$ cat config.mk
export PLATFORM = sky130hd
export DESIGN_NAME = irqrc_regs
export DESIGN_NICKNAME = d
export VERILOG_FILES = /design/src/inc/irqrc_pkg.sv /design/src/verilog/irqrc_regs.sv
export VERILOG_INCLUDE_DIRS = /design/src /design/src/inc
export SDC_FILE = /design/constraint.sdc
export NUM_CORES = 1
export LEC_CHECK = 0
export ABC_AREA = 0
export BUFFER_PORTS_ARGS = -buffer_cell sky130_fd_sc_hd__buf_2
export CAP_MARGIN = 20
export CORE_MARGIN = 2
export CORE_UTILIZATION = 46
export CTS_CLUSTER_SIZE = 24
export DETAILED_ROUTE_END_ITERATION = 10
export GPL_TIMING_DRIVEN = 0
export MAX_ROUTING_LAYER = met4
export PLACE_DENSITY = 0.89
export SETUP_SLACK_MARGIN = 0.02
export SYNTH_ARGS = -nofsm -noshare
export SYNTH_HDL_FRONTEND = slang
export SYNTH_SLANG_ARGS = --single-unit
$ cat constraint.sdc
create_clock -name clk_i -period 5.1 [get_ports clk_i]
set_input_delay 0 -clock clk_i [delete_from_list [all_inputs] [get_ports clk_i]]
set_output_delay 0 -clock clk_i [all_outputs]
set_load 0.01 [all_outputs]
$ cat src/inc/irqrc_defines.svh
// Register offsets, field positions, reset values and masks of the flag and reset-cause bank.
// Assumes a 32-bit classic Wishbone slave port with a byte address.
`ifndef IRQRC_DEFINES_SVH
`define IRQRC_DEFINES_SVH

// ----------------------------------------------------------------
// Register indices and byte addresses
// ----------------------------------------------------------------
`define IRQRC_FLAGS_IDX 12'h00d
`define IRQRC_POWER_CONTROL_REG_IDX 12'h08e
`define IRQRC_CAUSE_IDX 12'h0a0
`define IRQRC_STATUS_IDX 12'h0a1
`define IRQRC_MASK_IDX 12'h0a2
`define IRQRC_FLAGS_ADDR (`IRQRC_FLAGS_IDX << 2)
`define IRQRC_POWER_CONTROL_REG_ADDR (`IRQRC_POWER_CONTROL_REG_IDX << 2)
`define IRQRC_CAUSE_ADDR (`IRQRC_CAUSE_IDX << 2)
`define IRQRC_STATUS_ADDR (`IRQRC_STATUS_IDX << 2)
`define IRQRC_MASK_ADDR (`IRQRC_MASK_IDX << 2)

// ----------------------------------------------------------------
// Flag register fields
// ----------------------------------------------------------------
`define IRQRC_OSC_BIT 7
`define IRQRC_C2_BIT 6
`define IRQRC_C1_BIT 5
`define IRQRC_LCD_BIT 4
`define IRQRC_LVD_BIT 2
`define IRQRC_CCP_BIT 0
`define IRQRC_FLAGS_WMASK 8'hc5
`define IRQRC_FLAGS_RST 8'h00

// ----------------------------------------------------------------
// Power control and reset-cause fields
// ----------------------------------------------------------------
`define IRQRC_SBOR_BIT 4
`define IRQRC_POR_BIT 1
`define IRQRC_BOR_BIT 0
`define IRQRC_SBOR_RST 1'b1
`define IRQRC_POR_RST 1'b0
`define IRQRC_BOR_RST 1'b1
`define IRQRC_WDT_BIT 0
`define IRQRC_PIN_BIT 1
`define IRQRC_CAUSE_RST 2'h0
`define IRQRC_STATUS_RST 8'h00
`define IRQRC_MASK_RST 8'h00

`endif

$ cat src/inc/irqrc_pkg.sv
// Types shared by the flag and reset-cause bank.
// Assumes the defines header supplies every number but the capture/compare mode encodings.
package irqrc_pkg;

  // Operating mode of the second capture/compare unit.
  typedef enum logic [1:0] {
    IRQRC_CCP_OFF = 2'h0,
    IRQRC_CCP_CAPTURE = 2'h1,
    IRQRC_CCP_COMPARE = 2'h2,
    IRQRC_CCP_PWM = 2'h3
  } irqrc_ccp_mode_t;

  // All state of the register bank.
  typedef struct packed {
    logic [7:0] flags;
    logic sbor_en;
    logic por_n;
    logic bor_n;
    logic [1:0] cause;
    logic [7:0] status;
    logic [7:0] mask;
    logic c2_prev;
    logic ack;
    logic [31:0] rdata;
    logic irq;
  } irqrc_state_t;

endpackage

$ cat src/verilog/irqrc_regs.sv
// Peripheral interrupt flag register, power control register and their interrupt logic.
// Assumes event inputs are one-cycle pulses synchronous to clk_i, except the comparator
// outputs and the mirrored peripheral flags, which are levels.
//
// Contract
// Comparator-2 flag sets on any output change, stays until software writes 0.
// In capture mode the capture/compare flag sets when timer-1 count is captured.
// In compare mode the capture/compare flag sets on timer-1 compare match.
// Status bits tell power-on, brown-out, watchdog and external pin resets apart.
// Power control register holds a software-writable brown-out reset enable.
// Flags set on their event regardless of any enable or global enable bit.
// Brown-out enable bit at one enables brown-out reset, zero disables it.
// Power-on and brown-out bits clear on their reset; software writes one after.
// Oscillator-fail flag sets on oscillator failure; unimplemented bits read zero.
//
// The Wishbone register port was left to the implementer.
`timescale 1ns/10ps
`include "irqrc_defines.svh"

module irqrc_regs (
  input wire logic clk_i,
  input wire logic rst_i,
  input wire logic wb_cyc_i,
  input wire logic wb_stb_i,
  input wire logic wb_we_i,
  input wire logic [11:0] wb_adr_i,
  input wire logic [3:0] wb_sel_i,
  input wire logic [31:0] wb_dat_i,
  output logic [31:0] wb_dat_o,
  output logic wb_ack_o,
  input wire logic osc_fail_i,
  input wire logic comparator2_output_i,
  input wire logic comparator1_change_flag_i,
  input wire logic display_driver_flag_i,
  input wire logic low_voltage_i,
  input wire logic [1:0] capcmp2_mode_i,
  input wire logic capcmp2_capture_i,
  input wire logic capcmp2_match_i,
  input wire logic brownout_reset_i,
  input wire logic watchdog_timeout_i,
  input wire logic external_reset_pin_i,
  output logic brownout_reset_en_o,
  output logic irq_o
);

  irqrc_pkg::irqrc_state_t s_r;
  irqrc_pkg::irqrc_state_t s_nxt;
  logic req;
  logic wr;
  logic [7:0] ev;
  logic [7:0] wbyte;

  // ----------------------------------------------------------------
  // Address decode
  // ----------------------------------------------------------------
  // One compare serves every register write, so a new offset needs only a new define.
  function automatic logic addr_hit(input logic [11:0] adr, input logic [11:0] reg_adr);
    return adr == reg_adr;
  endfunction

  // ----------------------------------------------------------------
  // Next-state logic
  // ----------------------------------------------------------------
  always_comb begin
    s_nxt = s_r;
    req = wb_cyc_i && wb_stb_i && !s_r.ack;
    wr = req && wb_we_i && wb_sel_i[0];
    wbyte = wb_dat_i[7:0];
    ev = 8'h00;
    // Events are taken without looking at mask or any enable.
    ev[`IRQRC_OSC_BIT] = osc_fail_i;
    ev[`IRQRC_C2_BIT] = comparator2_output_i ^ s_r.c2_prev;
    ev[`IRQRC_C1_BIT] = comparator1_change_flag_i;
    ev[`IRQRC_LCD_BIT] = display_driver_flag_i;
    ev[`IRQRC_LVD_BIT] = low_voltage_i;
    ev[`IRQRC_CCP_BIT] =
      (capcmp2_mode_i == irqrc_pkg::IRQRC_CCP_CAPTURE && capcmp2_capture_i) ||
      (capcmp2_mode_i == irqrc_pkg::IRQRC_CCP_COMPARE && capcmp2_match_i);
    s_nxt.c2_prev = comparator2_output_i;
    s_nxt.ack = req;

    // Writing zero clears a flag; an event in the same cycle wins.
    if (wr && addr_hit(wb_adr_i, `IRQRC_FLAGS_ADDR)) begin
      s_nxt.flags = s_r.flags & (wbyte | ~`IRQRC_FLAGS_WMASK);
    end
    s_nxt.flags = (s_nxt.flags | ev) & `IRQRC_FLAGS_WMASK;
    // Read-only bits mirror the peripheral's own flag.
    s_nxt.flags[`IRQRC_C1_BIT] = comparator1_change_flag_i;
    s_nxt.flags[`IRQRC_LCD_BIT] = display_driver_flag_i;

    if (wr && addr_hit(wb_adr_i, `IRQRC_POWER_CONTROL_REG_ADDR)) begin
      s_nxt.sbor_en = wbyte[`IRQRC_SBOR_BIT];
      s_nxt.por_n = wbyte[`IRQRC_POR_BIT];
      s_nxt.bor_n = wbyte[`IRQRC_BOR_BIT];
    end
    // A brown-out only counts while it is enabled; it beats a write.
    if (brownout_reset_i && s_r.sbor_en) begin
      s_nxt.bor_n = 1'b0;
    end

    if (wr && addr_hit(wb_adr_i, `IRQRC_CAUSE_ADDR)) begin
      s_nxt.cause = s_r.cause & ~wbyte[1:0];
    end
    s_nxt.cause[`IRQRC_WDT_BIT] = s_nxt.cause[`IRQRC_WDT_BIT] | watchdog_timeout_i;
    s_nxt.cause[`IRQRC_PIN_BIT] = s_nxt.cause[`IRQRC_PIN_BIT] | external_reset_pin_i;

    if (wr && addr_hit(wb_adr_i, `IRQRC_STATUS_ADDR)) begin
      s_nxt.status = s_r.status & ~wbyte;
    end
    s_nxt.status = (s_nxt.status | ev) & 8'hf5;
    if (wr && addr_hit(wb_adr_i, `IRQRC_MASK_ADDR)) begin
      s_nxt.mask = wbyte & 8'hf5;
    end
    s_nxt.irq = |(s_nxt.status & s_nxt.mask);

    // Read data is captured with the request so it reaches the bus from a flop.
    s_nxt.rdata = 32'h0000_0000;
    if (req && !wb_we_i) begin
      unique case (wb_adr_i)
        `IRQRC_FLAGS_ADDR: s_nxt.rdata[7:0] = s_r.flags;
        `IRQRC_POWER_CONTROL_REG_ADDR: begin
          s_nxt.rdata[`IRQRC_SBOR_BIT] = s_r.sbor_en;
          s_nxt.rdata[`IRQRC_POR_BIT] = s_r.por_n;
          s_nxt.rdata[`IRQRC_BOR_BIT] = s_r.bor_n;
        end
        `IRQRC_CAUSE_ADDR: s_nxt.rdata[1:0] = s_r.cause;
        `IRQRC_STATUS_ADDR: s_nxt.rdata[7:0] = s_r.status;
        `IRQRC_MASK_ADDR: s_nxt.rdata[7:0] = s_r.mask;
        default: s_nxt.rdata = 32'h0000_0000;
      endcase
    end
  end

  // ----------------------------------------------------------------
  // State register
  // ----------------------------------------------------------------
  // Reset is the power-on event, so it clears the power-on bit.
  always_ff @(posedge clk_i) begin
    if (rst_i) begin
      s_r.flags <= `IRQRC_FLAGS_RST;
      s_r.sbor_en <= `IRQRC_SBOR_RST;
      s_r.por_n <= `IRQRC_POR_RST;
      s_r.bor_n <= `IRQRC_BOR_RST;
      s_r.cause <= `IRQRC_CAUSE_RST;
      s_r.status <= `IRQRC_STATUS_RST;
      s_r.mask <= `IRQRC_MASK_RST;
      s_r.c2_prev <= 1'b0;
      s_r.ack <= 1'b0;
      s_r.rdata <= 32'h0000_0000;
      s_r.irq <= 1'b0;
    end else begin
      s_r <= s_nxt;
    end
  end

  assign wb_dat_o = s_r.rdata;
  assign wb_ack_o = s_r.ack;
  assign brownout_reset_en_o = s_r.sbor_en;
  assign irq_o = s_r.irq;
endmodule

* Word-level counts from Yosys, hierarchy flattened *
Index checks and enable logic that the tools add are counted.

storage, ports and cells
  bits in registers = 64
  output and inout port bits = 35
  logic and storage cells = 62
  input port bits = 65

cells by class
  reductions and logical operators = 19
  equality and inequality tests = 7
  multiplexer cells = 10
  bitwise logic cells = 12

operators by type and width
  cell                  number
  $eq 12x10->1 const B  4
  $and 8x8->8           3
  $mux 8                3
  $or 8x8->8            2
  $logic_and 1x1->1     13
  $eq 12x6->1 const B   1
  $pmux 2 s5            1
  $pmux 3 s3            1
  $not 8->8             1
  $reduce_or 8->1       1
  $pmux 2 s3            1
  $pmux 1 s4            1
  $mux 3                1
  $and 2x2->2           1
  $eq 2x1->1 const B    1
  $eq 2x2->1 const B    1
  $logic_not 1->1       2
  $mux 2                1
  $not 2->2             1
  $or 1x1->1            2
  $reduce_bool 2->1     1
  $reduce_or 2->1       1
  $logic_or 1x1->1      1
  $mux 1                1
  2 further kinds       2

* Depth between registers and ports, before layout *
  depth in word-level cells = 9
  gate-level depth with buffers = 6

* Worst setup path before layout *
No wires, ideal clock.

  kind = register to register
  start point = register s_r (netlist bit wb_ack_o)
  end point = register s_r (netlist bit irq_o)
  data arrival time = 1662 ps
  period minus slack after synthesis = 1781 ps
  setup slack = 3319 ps
  buffers on the path = 0
  library setup time = 120 ps
  required time = 4980 ps
  stages on the path, launching flop included = 6
  cell sequence = dfxtp_1 nand3b_1 nor3_2 mux2i_1 o22ai_1 o31a_1

on the way
  cells in the longest elaborated chain, start to end = 9

ends and longest elaborated chain
  what                                 RTL line           text
  from (decl)                          irqrc_regs.sv:46   irqrc_pkg::irqrc_state_t s_r;
  from (signal assigned)               irqrc_regs.sv:152  s_r <= s_nxt;
  $logic_not 1->1 (*)                  irqrc_regs.sv:66   req = wb_cyc_i && wb_stb_i && !s_r.ack;
  $logic_and 1x1->1 (*)                irqrc_regs.sv:66
  $logic_and 1x1->1 (*) (2 in series)  irqrc_regs.sv:67   wr = req && wb_we_i && wb_sel_i[0];
  $logic_and 1x1->1                    irqrc_regs.sv:107  if (wr && addr_hit(wb_adr_i, `IRQRC_STATUS_ADDR)) begin
  $mux 8                               irqrc_regs.sv:107
  $or 8x8->8                           irqrc_regs.sv:110  s_nxt.status = (s_nxt.status | ev) & 8'hf5;
  $and 8x8->8 (*)                      irqrc_regs.sv:114  s_nxt.irq = |(s_nxt.status & s_nxt.mask);
  $reduce_or 8->1 (*)                  irqrc_regs.sv:114

Every way passes the cells marked *; elsewhere a longest branch is shown, timed or not.
A chain may end at the register's enable or synchronous reset.

* Final worst setup path *
  start point = register s_r (netlist bit wb_ack_o)
  end point = register s_r[52] in the netlist's numbering

on the way
  cells in the longest elaborated chain, start to end = 7

ends and longest elaborated chain
  what                             RTL line           text
  $logic_not 1->1                  irqrc_regs.sv:66
  $logic_and 1x1->1                irqrc_regs.sv:66
  $logic_and 1x1->1 (2 in series)  irqrc_regs.sv:67
  $logic_and 1x1->1                irqrc_regs.sv:101  if (wr && addr_hit(wb_adr_i, `IRQRC_CAUSE_ADDR)) begin
  $mux 2                           irqrc_regs.sv:101
  $or 1x1->1                       irqrc_regs.sv:105  s_nxt.cause[`IRQRC_PIN_BIT] = s_nxt.cause[`IRQRC_PIN_BIT] | external_reset_pin_i;

No other way between the ends.

==> summary.md <==
| Metric | Value |
|---|---|
| Gr ovfl total | 0 |
| Drt pass-1 iters | 4 |
| RePlAce Congestion | 0.808 |
| DIE WIDTH | 63.6 um |
| Kind of critical path | flop to flop |
| Post-CTS Setup Bufs | 0 |
| Yosys warns | 0 |
| Clock skew | 0.00575 ns |
| DRC viols | 0 |
| Distinct cells, synth | 36 |
| Detailed-route via count | 1529 |
| Clk_lat worst skew | 0.33 ns |
| Clk pin slew, worst setup/hold paths | 0.09 ns |
| CP required | 5.31 ns |
| Area contributors post-synth | dfxtp_1 (40%), buf_4 (15%), nor2_1 (4.8%), mux2i_1 (4.3%), a21oi_1 (3.1%) |
| Die area | 4040 um2 |
| DP HPWL | 2.76 mm |
| Yosys reg bits | 33 |
| Tightest Pin Transition | 0.736 ns |
| Routed Antenna Nets | 0 |
| Vias per cell | 4.73 |
| Register Area | 661 um2 |
| Synth area leader | dfxtp_1 |
| Cell count after synthesis | 181 |
| RSZ-0062 raised after global routing | false |
| Initial drt markers | 67 |
| Synth Cell Area | 1630 um2 |
| Slowest cell on the critical path | dlygate4sd3_1 |
| Initial Utilization | 0.486 |
| TritonCTS buffer count | 5 |
| Finish-stage setup viols | 0 |
| Most frequent cells in the layout | buf_2 (46), dfxtp_1 (33), buf_4 (32) |
| CP Cell Sequence | nand3b_1, nor2_2, and2_1, nand2_1, a21oi_1, dlygate4sd3_1, nor2_1 |
| Static leakage | 1.03 nW |
| Synth top area share | 0.404 |
| Worst rel slew slack | 0.507 |
| Max cap viols | 0 |
| Post-Syn Area per Cell | 9.03 um2 |
| Startpoint Class | flop |
| Final Hold Fails | 0 |
| Dpl cell area | 2010 um2 |
| Area Growth Syn to Fin | 38.1% |
| Die Y | 63.6 um |
| Maximum vdd drop | 0.152 mV |
| Final Slew Violations | 0 |
| # diodes | 0 |
| Clock Sinks | 33 |
| Setup crit end kind | flop |
| Num ports | 100 |
| CP max FO | 9 |
| Core Area | 3360 um2 |
| Nets@finish | 342 |
| IO Port Bufs | 46 |
| Filler cell count | 286 |
| Total negative slack | 0 ns |
| Final period utilization | 0.427 |
| Arr. time, crit path | 2.39 ns |
| First-pass GRT wire length | 5.99 mm |
| Run status | completed |
| Slowest Stage Delay on Critical Path | 0.60 ns |
| Cell Rows | 21 |
| Tmin final | 2.18 ns |
| Detailed-route wire length per cell | 11.5 um |
| Sequential-to-total area share from yosys stat | 0.404 |
| Number of global-route vias before repair | 1435 |
| Peak Freq | 459 MHz |
| Initial antenna violation count | 0 |
| Total global-route track usage | 0.197 |
| Largest net degree at the start of global routing | 11 |
| PostCTS Resize Cnt | 0 |
| Hold Crit Class | input pin to flop |
| Multi-input gate area | 795 um2 |
| Commonest non-fill, non-tap cell in the layout | buf_2 |
| Clock Path Buffers | 2 |
| Power Dens Cells | 221 nW/um2 |
| Layout cell share with drive strength beyond 1 | 0.350 |
| Fin area | 2260 um2 |
| Root buffer cell | clkbuf_4 |
| TritonCTS clock tree | done |
| Routed WL | 3.71 mm |
| H-Tree Depth | 2 |
logic make-up after synthesis:
group,count (synthesis),share of synthesized area
simple gates,65,0.229
compound gates,37,0.152
buf+inv,37,0.165
flops,33,0.404
mux,7,0.0429
xor+xnor,1,0.00536
other cells,1,0.00229
synth_stat cells:
cell and number:
a21oi_1 10, or4_1 1, a222oi_1 4, nand4_1 1
and2_1 2, nand3_2 1, nand3b_1 2, or2_1 1
nand2_1 12, a22oi_1 5, clkbuf_1 1, or4b_4 3
nor3_1 4, xnor2_1 1, conb_1 1, o21ai_0 6
a21oi_2 2, nand3_1 4, o22ai_1 6, nor2_2 1
o21a_1 2, and4b_1 1, nor2b_1 3, dfxtp_1 33
clkbuf_8 1, o31a_1 1, a21boi_2 1, nor4b_1 2
nand2b_1 1, nor3_2 3, mux2i_1 7, nor2_1 21
nor3_4 1, or3_1 1, inv_1 3, buf_4 32
what timing repair did:
item,in CTS,in global routing
hold buffers,19,0
setup endpoints to repair,0,0
hold endpoints to repair,21,0
area by class of cell:
type,instances,area share
clock buffers,7,0.0244
flip-flops and latches,33,0.293
well taps,46,0.0255
inverters,3,0.00499
repair buffers,65,0.186
multi-input cells,135,0.352
plain buffers,34,0.114
registers in the layout, indices dropped and copies added, names as in the netlist:
register and flops:
wb_dat_o 7, irq_o 1, wb_ack_o 1, brownout_reset_en_o 1
s_r 23
worst max-delay path, delay by kind of cell, from the launching register on:
kind	cells	cell delay [ns]
and+or+nand+nor	5	0.96
AOI/OAI and AO/OA	1	0.18
DFF	1	0.31
buffers and inverters	1	0.60
metrics by stage:
step                utilization  power, W  setup slack (ns)  hold slack (ns)  cells
detailed placement        0.598  0.000344              3.04            0.211    297
global route              0.671  0.000521              2.85           0.0400    323
CTS                       0.671  0.000500              3.09           0.0189    323
finish                    0.671  0.000498              2.92           0.0330    323
global placement          0.598  0.000342              3.02            0.211    297
floorplan                     -  0.000320              3.32           0.0716    205
path summary, 6_finish.rpt:
| check | startpoint | end | slack [ns] | cells past startpoint |
|---|---|---|---|---|
| worst min-delay path | wb_dat_i[0] | s_r[51] | 0.03 | 4 |
| worst max register to register | wb_ack_o | s_r[52] | 2.92 | 7 |
| worst min register to register | s_r[45] | wb_dat_o[2] | 0.46 | 2 |
| worst max-delay path | wb_ack_o | s_r[52] | 2.92 | 7 |
metal layers:
| layer | GRT usage | vias up | routed length [um] |
|---|---|---|---|
| met5 | - | - | 0 |
| met4 | 0.0788 | 0 | 48 |
| met3 | 0.0696 | 7 | 292 |
| met2 | 0.338 | 64 | 1900 |
| met1 | 0.204 | 682 | 1460 |
| li1 | - | 776 | - |
where the power goes:
| part | switching [W] | total (W) | internal, W |
|---|---|---|---|
| clock network | 0.0000815 | 0.000146 | 0.0000650 |
| registers | 0.00000507 | 0.000272 | 0.000267 |
| logic | 0.0000354 | 0.0000793 | 0.0000439 |
| total | 0.000122 | 0.000498 | 0.000376 |
No activity file was read; power rests on OpenSTA's default activity.
